===== src/design/hdlc_rx_source_pkg.sv =====
package hdlc_rx_source_pkg;

  // Register word indices on the Wishbone bus (byte address is index * 4).
  localparam logic [7:0] TX_FIFO_WRITE_IDX  = 8'hb7;
  localparam logic [7:0] RX_SOURCE_CTRL_IDX = 8'hb8;
  localparam logic [7:0] RX_GENERAL_TWO_IDX = 8'hc0;
  localparam logic [7:0] RX_BLOCK_MAP_IDX   = 8'hc1;
  localparam logic [7:0] TX_FIFO_STATUS_IDX = 8'hc2;
  localparam int         ADDR_W             = 10;

  // Field positions of the receive source control register.
  localparam int OVERRIDE_BIT  = 7;
  localparam int SPARE_SEL_BIT = 6;
  localparam int MODE_BIT      = 5;
  localparam int SLOT_MSB      = 4;

  // Sa-bit select field of the general receive control register.
  localparam int GEN_SA_LSB = 3;

  localparam logic [7:0]  SOURCE_CTRL_RESET = 8'h00;
  localparam logic [7:0]  GENERAL_TWO_RESET = 8'h00;
  localparam logic [31:0] BLOCK_MAP_RESET   = 32'h0000_0000;
  localparam int          TX_FIFO_DEPTH     = 64;

  typedef enum logic [1:0] {
    SRC_NONE,
    SRC_SPARE,
    SRC_SLOT
  } rx_source_t;

  // Position within the received frame, as reported by the framer.
  typedef struct packed {
    logic       valid;
    logic [4:0] slot;
    logic [2:0] bit_pos;
    logic       is_spare;
    logic [2:0] spare_idx;
    logic       data;
  } frame_bit_t;

  typedef struct packed {
    logic       valid;
    logic       data;
  } hdlc_bit_t;

endpackage


===== src/design/hdlc_rx_source_select.sv =====
// Operation
// RQ1: With the source override at 0 the receiver is fed from the Sa bits of the general control register, at 1 from this register's own selection.
// RQ2: With spare-or-slot select at 0 Sa bits are routed, field bit 4 enabling Sa4 down to bit 0 enabling Sa8.
// RQ3: With spare-or-slot select at 1 time-slot contents are routed and the mode bit picks the slots.
// RQ4: With mode 0 the single slot numbered by the five-bit field is used.
// RQ5: With mode 1 every slot marked in the channel block map is used.
// RQ6: The five-bit field is a binary slot number, bit 4 most significant.
// RQ7: The host writes transmit bytes at address b7, bit 7 the most significant.
// RQ8: The transmit FIFO not-full flag is high while at least one byte is free.
// RQ9: The select, mode and slot fields count only while the override is 1.
//
// The block sits between the receive framer and the HDLC receiver. Every
// cycle the framer presents at most one received bit, tagged with its slot,
// its position in the slot and, for spare bits, the Sa index. The block
// decides from the control registers whether that bit belongs to the HDLC
// stream and passes it on one cycle later with a valid flag.
//
// The Sa index travels as three bits, so Sa8 arrives coded as zero. Both
// the range test and the enable lookup below treat zero as Sa8; a framer
// that never sends index zero simply never feeds Sa8 into the receiver.
//
// The host side is a classic Wishbone slave with one wait state. Every
// mapped access is answered by ack, every unmapped one by err, both one
// cycle after the request is taken and both lasting a single cycle. The
// request is refused while an answer is still showing, so a master that
// holds its strobe through the answer cycle is never served twice.
//
// The transmit FIFO write port takes its byte from lane 0 only. A write
// while the FIFO is full is dropped without any error, which mirrors the
// behaviour of a simple byte port; software is expected to poll the
// not-full flag first.
//
// Register access over Wishbone was chosen for this implementation.
module hdlc_rx_source_select #(
  parameter int FIFO_DEPTH = hdlc_rx_source_pkg::TX_FIFO_DEPTH
) (
  input  wire logic                          clk_i,
  input  wire logic                          rst_i,
  input  wire logic                          ce_i,
  input  wire logic                          wb_cyc_i,
  input  wire logic                          wb_stb_i,
  input  wire logic                          wb_we_i,
  input  wire logic [hdlc_rx_source_pkg::ADDR_W-1:0] wb_adr_i,
  input  wire logic [3:0]                    wb_sel_i,
  input  wire logic [31:0]                   wb_dat_i,
  output logic      [31:0]                   wb_dat_o,
  output logic                               wb_ack_o,
  output logic                               wb_err_o,
  input  wire hdlc_rx_source_pkg::frame_bit_t frame_bit_i,
  output hdlc_rx_source_pkg::hdlc_bit_t       hdlc_bit_o,
  input  wire logic                          tx_rd_i,
  output logic      [7:0]                    tx_data_o,
  output logic                               tx_empty_o,
  output logic                               tx_not_full_o
);

  logic [7:0]  source_ctrl_ff;
  logic [7:0]  general_two_ff;
  logic [31:0] block_map_ff;
  logic [31:0] rd_data_ff;
  logic        ack_ff;
  logic        err_ff;
  hdlc_rx_source_pkg::hdlc_bit_t hdlc_bit_ff;
  logic [7:0]  fifo_head;
  logic        fifo_empty;
  logic        fifo_full;
  logic        fifo_not_full;

  function automatic logic [7:0] word_index(
    input logic [hdlc_rx_source_pkg::ADDR_W-1:0] adr
  );
    word_index = adr[9:2];
  endfunction

  function automatic logic [31:0] lane_merge(
    input logic [31:0] old_v,
    input logic [31:0] new_v,
    input logic [3:0]  sel
  );
    for (int i = 0; i < 4; i++) begin
      lane_merge[i*8 +: 8] = sel[i] ? new_v[i*8 +: 8] : old_v[i*8 +: 8];
    end
  endfunction

  wire       req       = wb_cyc_i && wb_stb_i && !ack_ff && !err_ff;
  wire [7:0] idx       = word_index(wb_adr_i);
  wire       hit_fifo  = idx == hdlc_rx_source_pkg::TX_FIFO_WRITE_IDX;
  wire       hit_ctrl  = idx == hdlc_rx_source_pkg::RX_SOURCE_CTRL_IDX;
  wire       hit_gen   = idx == hdlc_rx_source_pkg::RX_GENERAL_TWO_IDX;
  wire       hit_map   = idx == hdlc_rx_source_pkg::RX_BLOCK_MAP_IDX;
  wire       hit_stat  = idx == hdlc_rx_source_pkg::TX_FIFO_STATUS_IDX;
  wire       mapped    = hit_fifo | hit_ctrl | hit_gen | hit_map | hit_stat;
  wire       wr_ok     = req && wb_we_i && mapped;
  // A byte only enters the FIFO when the low lane is enabled.
  wire       fifo_wr   = wr_ok && hit_fifo && wb_sel_i[0]; // RQ7

  wire [31:0] nxt_rd_data =
    hit_ctrl ? {24'h0, source_ctrl_ff} :
    hit_gen  ? {24'h0, general_two_ff} :
    hit_map  ? block_map_ff :
    hit_stat ? {29'h0, fifo_full, fifo_empty, fifo_not_full} :
    32'h0;

  // Source selection from the current frame position.
  wire       override   = source_ctrl_ff[hdlc_rx_source_pkg::OVERRIDE_BIT];
  wire       spare_sel  = source_ctrl_ff[hdlc_rx_source_pkg::SPARE_SEL_BIT];
  wire       slot_mode  = source_ctrl_ff[hdlc_rx_source_pkg::MODE_BIT];
  wire [4:0] slot_field = source_ctrl_ff[hdlc_rx_source_pkg::SLOT_MSB:0];
  wire [4:0] gen_sa     =
    general_two_ff[hdlc_rx_source_pkg::GEN_SA_LSB +: 5];
  // Sa index 4..8 maps onto enable bit 8 - index, so Sa4 is bit 4.
  wire [2:0] sa_bit     = 3'h0 - frame_bit_i.spare_idx;
  // Index zero stands for Sa8, which wraps around the three-bit code.
  wire       sa_in_rng  = (frame_bit_i.spare_idx >= 3'h4) ||
                          (frame_bit_i.spare_idx == 3'h0); // RQ2
  wire       use_own    = override; // RQ1 RQ9
  wire [4:0] sa_enables = use_own ? slot_field : gen_sa; // RQ1 RQ2
  wire       sa_hit     = frame_bit_i.is_spare && sa_in_rng &&
                          sa_enables[sa_bit]; // RQ2
  wire       slot_hit   = !frame_bit_i.is_spare &&
    (slot_mode ? block_map_ff[frame_bit_i.slot]         // RQ5
               : (frame_bit_i.slot == slot_field));     // RQ4 RQ6

  // The source is decided once per bit from the registered controls, so a
  // register write takes effect from the next frame bit onwards and never
  // splits a bit between two sources.
  hdlc_rx_source_pkg::rx_source_t source;
  assign source = (use_own && spare_sel) ? hdlc_rx_source_pkg::SRC_SLOT
                                         : hdlc_rx_source_pkg::SRC_SPARE;

  wire take_bit = frame_bit_i.valid &&
    ((source == hdlc_rx_source_pkg::SRC_SLOT) ? slot_hit   // RQ3
                                              : sa_hit);

  always_ff @(posedge clk_i) begin
    if (rst_i) begin
      source_ctrl_ff <= hdlc_rx_source_pkg::SOURCE_CTRL_RESET;
      general_two_ff <= hdlc_rx_source_pkg::GENERAL_TWO_RESET;
      block_map_ff   <= hdlc_rx_source_pkg::BLOCK_MAP_RESET;
    end else if (ce_i && wr_ok) begin
      if (hit_ctrl && wb_sel_i[0]) begin
        source_ctrl_ff <= wb_dat_i[7:0];
      end
      if (hit_gen && wb_sel_i[0]) begin
        general_two_ff <= wb_dat_i[7:0];
      end
      if (hit_map) begin
        block_map_ff <= lane_merge(block_map_ff, wb_dat_i, wb_sel_i); // RQ5
      end
    end
  end

  // Single-wait-state slave: ack or err one cycle after the request.
  // Read data is cleared outside read answers, so a stale word is never
  // left on the bus where a careless master could mistake it for data.
  always_ff @(posedge clk_i) begin
    if (rst_i) begin
      ack_ff     <= 1'b0;
      err_ff     <= 1'b0;
      rd_data_ff <= 32'h0;
    end else if (ce_i) begin
      ack_ff     <= req && mapped;
      err_ff     <= req && !mapped;
      rd_data_ff <= (req && !wb_we_i) ? nxt_rd_data : 32'h0;
    end
  end

  always_ff @(posedge clk_i) begin
    if (rst_i) begin
      hdlc_bit_ff <= '0;
    end else if (ce_i) begin
      hdlc_bit_ff.valid <= take_bit;
      hdlc_bit_ff.data  <= take_bit & frame_bit_i.data;
    end
  end

  tx_byte_fifo #(
    .DEPTH (FIFO_DEPTH),
    .WIDTH (8)
  ) u_tx_fifo (
    .clk_i      (clk_i),
    .rst_i      (rst_i),
    .ce_i       (ce_i),
    .wr_i       (fifo_wr),
    .wr_data_i  (wb_dat_i[7:0]),
    .rd_i       (tx_rd_i),
    .rd_data_o  (fifo_head),
    .empty_o    (fifo_empty),
    .full_o     (fifo_full),
    .not_full_o (fifo_not_full)
  );

  // The transmit side sees the FIFO through registers, which costs one
  // cycle of latency on the head byte and the flags but keeps every output
  // of the block straight from a flip-flop.
  logic [7:0] tx_data_ff;
  logic       tx_empty_ff;
  logic       tx_not_full_ff;

  always_ff @(posedge clk_i) begin
    if (rst_i) begin
      tx_data_ff     <= 8'h0;
      tx_empty_ff    <= 1'b1;
      tx_not_full_ff <= 1'b1;
    end else if (ce_i) begin
      tx_data_ff     <= fifo_head;
      tx_empty_ff    <= fifo_empty;
      tx_not_full_ff <= fifo_not_full; // RQ8
    end
  end

  assign wb_dat_o      = rd_data_ff;
  assign wb_ack_o      = ack_ff;
  assign wb_err_o      = err_ff;
  assign hdlc_bit_o    = hdlc_bit_ff;
  assign tx_data_o     = tx_data_ff;
  assign tx_empty_o    = tx_empty_ff;
  assign tx_not_full_o = tx_not_full_ff;

endmodule


===== src/design/tx_byte_fifo.sv =====
module tx_byte_fifo #(
  parameter int DEPTH = 64,
  parameter int WIDTH = 8
) (
  input  wire logic             clk_i,
  input  wire logic             rst_i,
  input  wire logic             ce_i,
  input  wire logic             wr_i,
  input  wire logic [WIDTH-1:0] wr_data_i,
  input  wire logic             rd_i,
  output logic      [WIDTH-1:0] rd_data_o,
  output logic                  empty_o,
  output logic                  full_o,
  output logic                  not_full_o
);

  localparam int AW = $clog2(DEPTH);

  logic [WIDTH-1:0] mem_ff [DEPTH];
  logic [AW-1:0]    wp_ff;
  logic [AW-1:0]    rp_ff;
  logic [AW:0]      cnt_ff;
  wire              do_wr = wr_i && (cnt_ff != (AW+1)'(DEPTH));
  wire              do_rd = rd_i && (cnt_ff != '0);

  assign rd_data_o  = mem_ff[rp_ff];
  assign empty_o    = (cnt_ff == '0);
  assign full_o     = (cnt_ff == (AW+1)'(DEPTH));
  assign not_full_o = !full_o; // RQ8

  always_ff @(posedge clk_i) begin
    if (rst_i) begin
      wp_ff  <= '0;
      rp_ff  <= '0;
      cnt_ff <= '0;
    end else if (ce_i) begin
      if (do_wr) begin
        mem_ff[wp_ff] <= wr_data_i;
        wp_ff         <= wp_ff + AW'(1);
      end
      if (do_rd) begin
        rp_ff <= rp_ff + AW'(1);
      end
      cnt_ff <= cnt_ff + (AW+1)'(do_wr) - (AW+1)'(do_rd);
    end
  end

endmodule


===== config.mk =====
export PLATFORM = sky130hd
export DESIGN_NAME = hdlc_rx_source_select
export DESIGN_NICKNAME = d
export VERILOG_FILES = /design/src/design/hdlc_rx_source_pkg.sv /design/src/design/hdlc_rx_source_select.sv /design/src/design/tx_byte_fifo.sv
export SDC_FILE = /design/constraint.sdc
export NUM_CORES = 1
export LEC_CHECK = 0
export BUFFER_PORTS_ARGS = -buffer_cell sky130_fd_sc_hd__buf_4
export CAP_MARGIN = 20
export CORE_ASPECT_RATIO = 1.25
export CORE_MARGIN = 1
export CORE_UTILIZATION = 50
export CTS_CLUSTER_DIAMETER = 60
export DETAILED_ROUTE_END_ITERATION = 8
export PLACE_DENSITY_LB_ADDON = 0.15
export SLEW_MARGIN = 0
export SYNTH_ARGS = -nofsm -noshare
export SYNTH_HDL_FRONTEND = slang
export SYNTH_HIERARCHICAL = 1
export SYNTH_SLANG_ARGS = --single-unit

===== constraint.sdc =====
create_clock -name clk_i -period 5.2 [get_ports clk_i]
set_input_delay 0.52 -clock clk_i [delete_from_list [all_inputs] [get_ports clk_i]]
set_output_delay 0.52 -clock clk_i [all_outputs]
set_load 0.02 [all_outputs]

==> results summary <==
Data on the critical path arrives at its endpoint at 4.09 ns. The critical path capture point type is a register. The setup total negative slack came out at 0 ns. The deepest level of the CTS H-tree came out at 2.

The global-route wire length before repair came out at 87710 µm. The number of filler instances in the final layout is 3894. The pin slew with the least headroom to its limit came out at 1.059 ns. The instance area after placement came out at 26610 µm². In the layout the commonest cells are 512 x sky130_fd_sc_hd__edfxtp_1, 194 x sky130_fd_sc_hd__nor2_1, 137 x sky130_fd_sc_hd__mux4_2. The clock net in this run drives a total of 631 sinks. The first detailed-routing pass ran for 5 iterations.

In the final layout, the multi-input gates occupy 6979 µm². The floorplan row count came out at 91. The smallest hold slack is 0.1338 ns. The TritonCTS clock tree is built. Setup slack on the worst reg-to-reg path comes out at 1.34 ns. For this configuration, the core starts out at a cell density of 50.89%. Setup violations remaining at the end of the flow were counted as 0. The number of max-slew violations in the final report is 0. The headroom to the max-slew limit is 29.18%. The routed wire length is 58190 µm. The number of warnings issued by yosys came out at 6.

Once the clock tree was built, the setup fixing pass inserted 0 buffers. The detailed-route via count is 13737. The core occupancy in the finished layout came out at 57.60%. Subtracting the final worst setup slack from the clock period gives 3.859 ns.

The region available for standard cell placement spans 49640 µm². The data required time at the worst endpoint came out at 5.43 ns. The root buffer cell chosen for the clock tree is sky130_fd_sc_hd__clkbuf_16. The share of async-settable or async-resettable flops after synthesis came out at 0%. The count of endpoints failing hold in the final timing report is 0. The global placer's final weighted congestion is 0.8591. The share of the clock period used by the worst path after layout came out at 74.21%. The worst-path maximum fanout is 8. Yosys attributes the largest share of cell area to sky130_fd_sc_hd__edfxtp_1 61%, sky130_fd_sc_hd__mux4_2 12%, sky130_fd_sc_hd__dfxtp_1 9.4%. For this run, the total global-route usage over all layers was measured as 23.17%. 113 I/O pins were placed. The initial antenna violation count is 0.

The setup path with the least slack is of type register to register. In this run the deepest clock path goes through 3 buffers. The synthesized netlist net count is 1583. The library cell used most frequently in the layout, excluding fill and tap cells, is sky130_fd_sc_hd__edfxtp_1.

The worst slack at placement is 1.127 ns. The clock latency reported for the late side of the worst-skew pair is 0.61 ns. The TritonCTS buffer count came out at 60.

The path class of the tightest hold or removal check is input port to register. The highest clock rate came out at 259.1 MHz. The number of DRC markers in iteration 0 came out at 1145.

In the final layout, the share of cells above drive strength 1 is 22.65%. The power per cell area is 380.2 nW/µm². In this run, synthesis produced a sequential element count of 631. Entering global routing, the biggest net connects 68 pins. Input and output buffers added on the ports amount to 107. From left edge to right edge, the die measures 203.1 µm. The register area came out at 17770 µm². Setup repair after global routing left no endpoint under its margin. The area share of the largest cell type after synthesis is 60.86%. The distinct cell type count of the synthesized netlist is 72. The clock transition at the registers of the reported paths came out at 0.06 ns. The total number of nets in the final design came out at 1683.

The max capacitance violation total came out at 0. Dividing the synthesized area by the synthesized cell count gives 16.82 µm². In this run the static leakage power is 9.089 nW. In this run, post-CTS repair resized a total of 0 instances. The floorplan step defined a die boundary enclosing 51430 µm². For this run, the leading register cell type out of synthesis is sky130_fd_sc_hd__edfxtp_1. The worst-case IR drop observed on VDD is 0.0002776 V. In this run the remaining antenna-violating nets after routing total 0. The critical path startpoint category is a register. The number of flops mapped to enable cells by yosys came out at 512.

The post-route worst setup slack is 1.341 ns. The via count of the first global-routing pass is 13970. The antenna diode instance count is 0.

Summing every instance area after synthesis gives 25260 µm². The number of remaining DRC errors came out at 0. The die extent in y came out at 253.3 µm.

Dividing the detail-routed wire length by the instance count gives 25.28 µm. The flow ran to the end, and the final reports show no timing, DRC or antenna violations. Summed over all nets, the half-perimeter wirelength after detailed placement is 35880 µm. Of all cell types, the one taking the most synthesized area is sky130_fd_sc_hd__edfxtp_1.

The cell area after layout came out at 28600 µm². The aggregate global routing overflow came out at 0. The maximum clock skew at final layout came out at 0.01819 ns. The area added between synthesis and finish is 13.19%. Synthesis handed over a netlist of 1502 instances.

The post-cts hold buffer count came out at 0. The completed layout was analyzed and its total power is 10.87 mW. The filler-free cell count of the finished design is 2302. The via-per-instance ratio came out at 5.967.

The count of placed standard cells including taps is 2190. Of the synthesized area, sequential elements account for 70.29%.
logic make-up (layout without fill, tap and decap cells):
| kind of cell | Yosys count | after routing | share of synthesized area [%] |
|---|---|---|---|
| flip-flops | 631 | 631 | 70.29 |
| AO/OA/AOI/OAI | 158 | 158 | 4.299 |
| adder cells (fa/ha/maj) | 14 | 14 | 0.7231 |
| multiplexers | 220 | 220 | 15.52 |
| XOR/XNOR | 13 | 13 | 0.4507 |
| buffers and inverters | 108 | 257 | 2.085 |
| AND/OR/NAND/NOR | 358 | 358 | 6.637 |
final timing paths:
path | from | end | depth (start not counted)
setup reg to reg | u_tx_fifo/cnt_ff[5] | u_tx_fifo/mem_ff[25][4] | 7
hold reg to reg | hdlc_bit_o[1] | hdlc_bit_o[1] | 1
setup / recovery | u_tx_fifo/cnt_ff[5] | u_tx_fifo/mem_ff[25][4] | 7
hold / removal | frame_bit_i[0] | hdlc_bit_o[0] | 2
cells in the mapped netlist (all sizes together) (3+ instances only):
cell type	instances
ha	13
mux4	137
mux2	3
nor2	194
mux2i	80
a311oi	3
o31ai	3
nand2	58
o211ai	6
nand4b	3
a31oi	8
edfxtp	512
o21ai	17
nor2b	8
clkbuf	39
a222oi	5
or3b	4
nand2b	10
o22ai	11
a211o	3
nor3b	3
inv	21
nor4	3
nand3b	9
o221ai	3
or2	4
buf	48
xor2	7
dfxtp	119
a21oi	31
a21o	3
xnor2	6
a22oi	49
or3	6
nor3	15
nand3	22
and2	5
worst max-delay path, stage by stage (launching register included):
cell,delay (ns)
sky130_fd_sc_hd__dfxtp_1,0.38
sky130_fd_sc_hd__inv_1,0.11
sky130_fd_sc_hd__ha_1,0.21
sky130_fd_sc_hd__nand4bb_1,0.26
sky130_fd_sc_hd__o211ai_1,0.28
sky130_fd_sc_hd__nor3_1,0.45
sky130_fd_sc_hd__nand3b_1,0.85
sky130_fd_sc_hd__nor2_1,0.93
where the power goes:
group / total, mW / switching, mW / leakage (nW) / internal [mW]
registers: 5.55 / 0.0726 / 5.56 / 5.48
logic: 0.966 / 0.509 / 2.56 / 0.457
clock network: 4.35 / 1.84 / 0.964 / 2.52
area by class of cell:
| cell class | instances | share of cell area [%] |
|---|---|---|
| flip-flops and latches | 631 | 62.14 |
| multi-input cells | 763 | 24.41 |
| clock buffers | 72 | 5.552 |
| repair buffers | 125 | 3.483 |
| well taps | 651 | 2.848 |
| clock inverters | 39 | 1.299 |
| inverters | 21 | 0.2757 |
state kept, by name, summed over array words and instances (netlist names), named ones only:
register	count
block_map_ff	32
general_two_ff	8
hdlc_bit_o	2
source_ctrl_ff	8
tx_data_o	8
tx_empty_o	1
tx_not_full_o	1
u_tx_fifo/cnt_ff	7
u_tx_fifo/mem_ff	512
u_tx_fifo/rp_ff	6
u_tx_fifo/wp_ff	6
wb_ack_o	1
wb_dat_o	32
wb_err_o	1
per-layer routing:
metal,vias up,wire [µm],global-route usage (%)
met2,455,29180,38.09
met4,0,1420,6.874
met5,-,0,0
met3,83,3818,4.273
li1,6096,-,-
met1,7103,23770,31.59
Power figures use the tool's default switching activity.
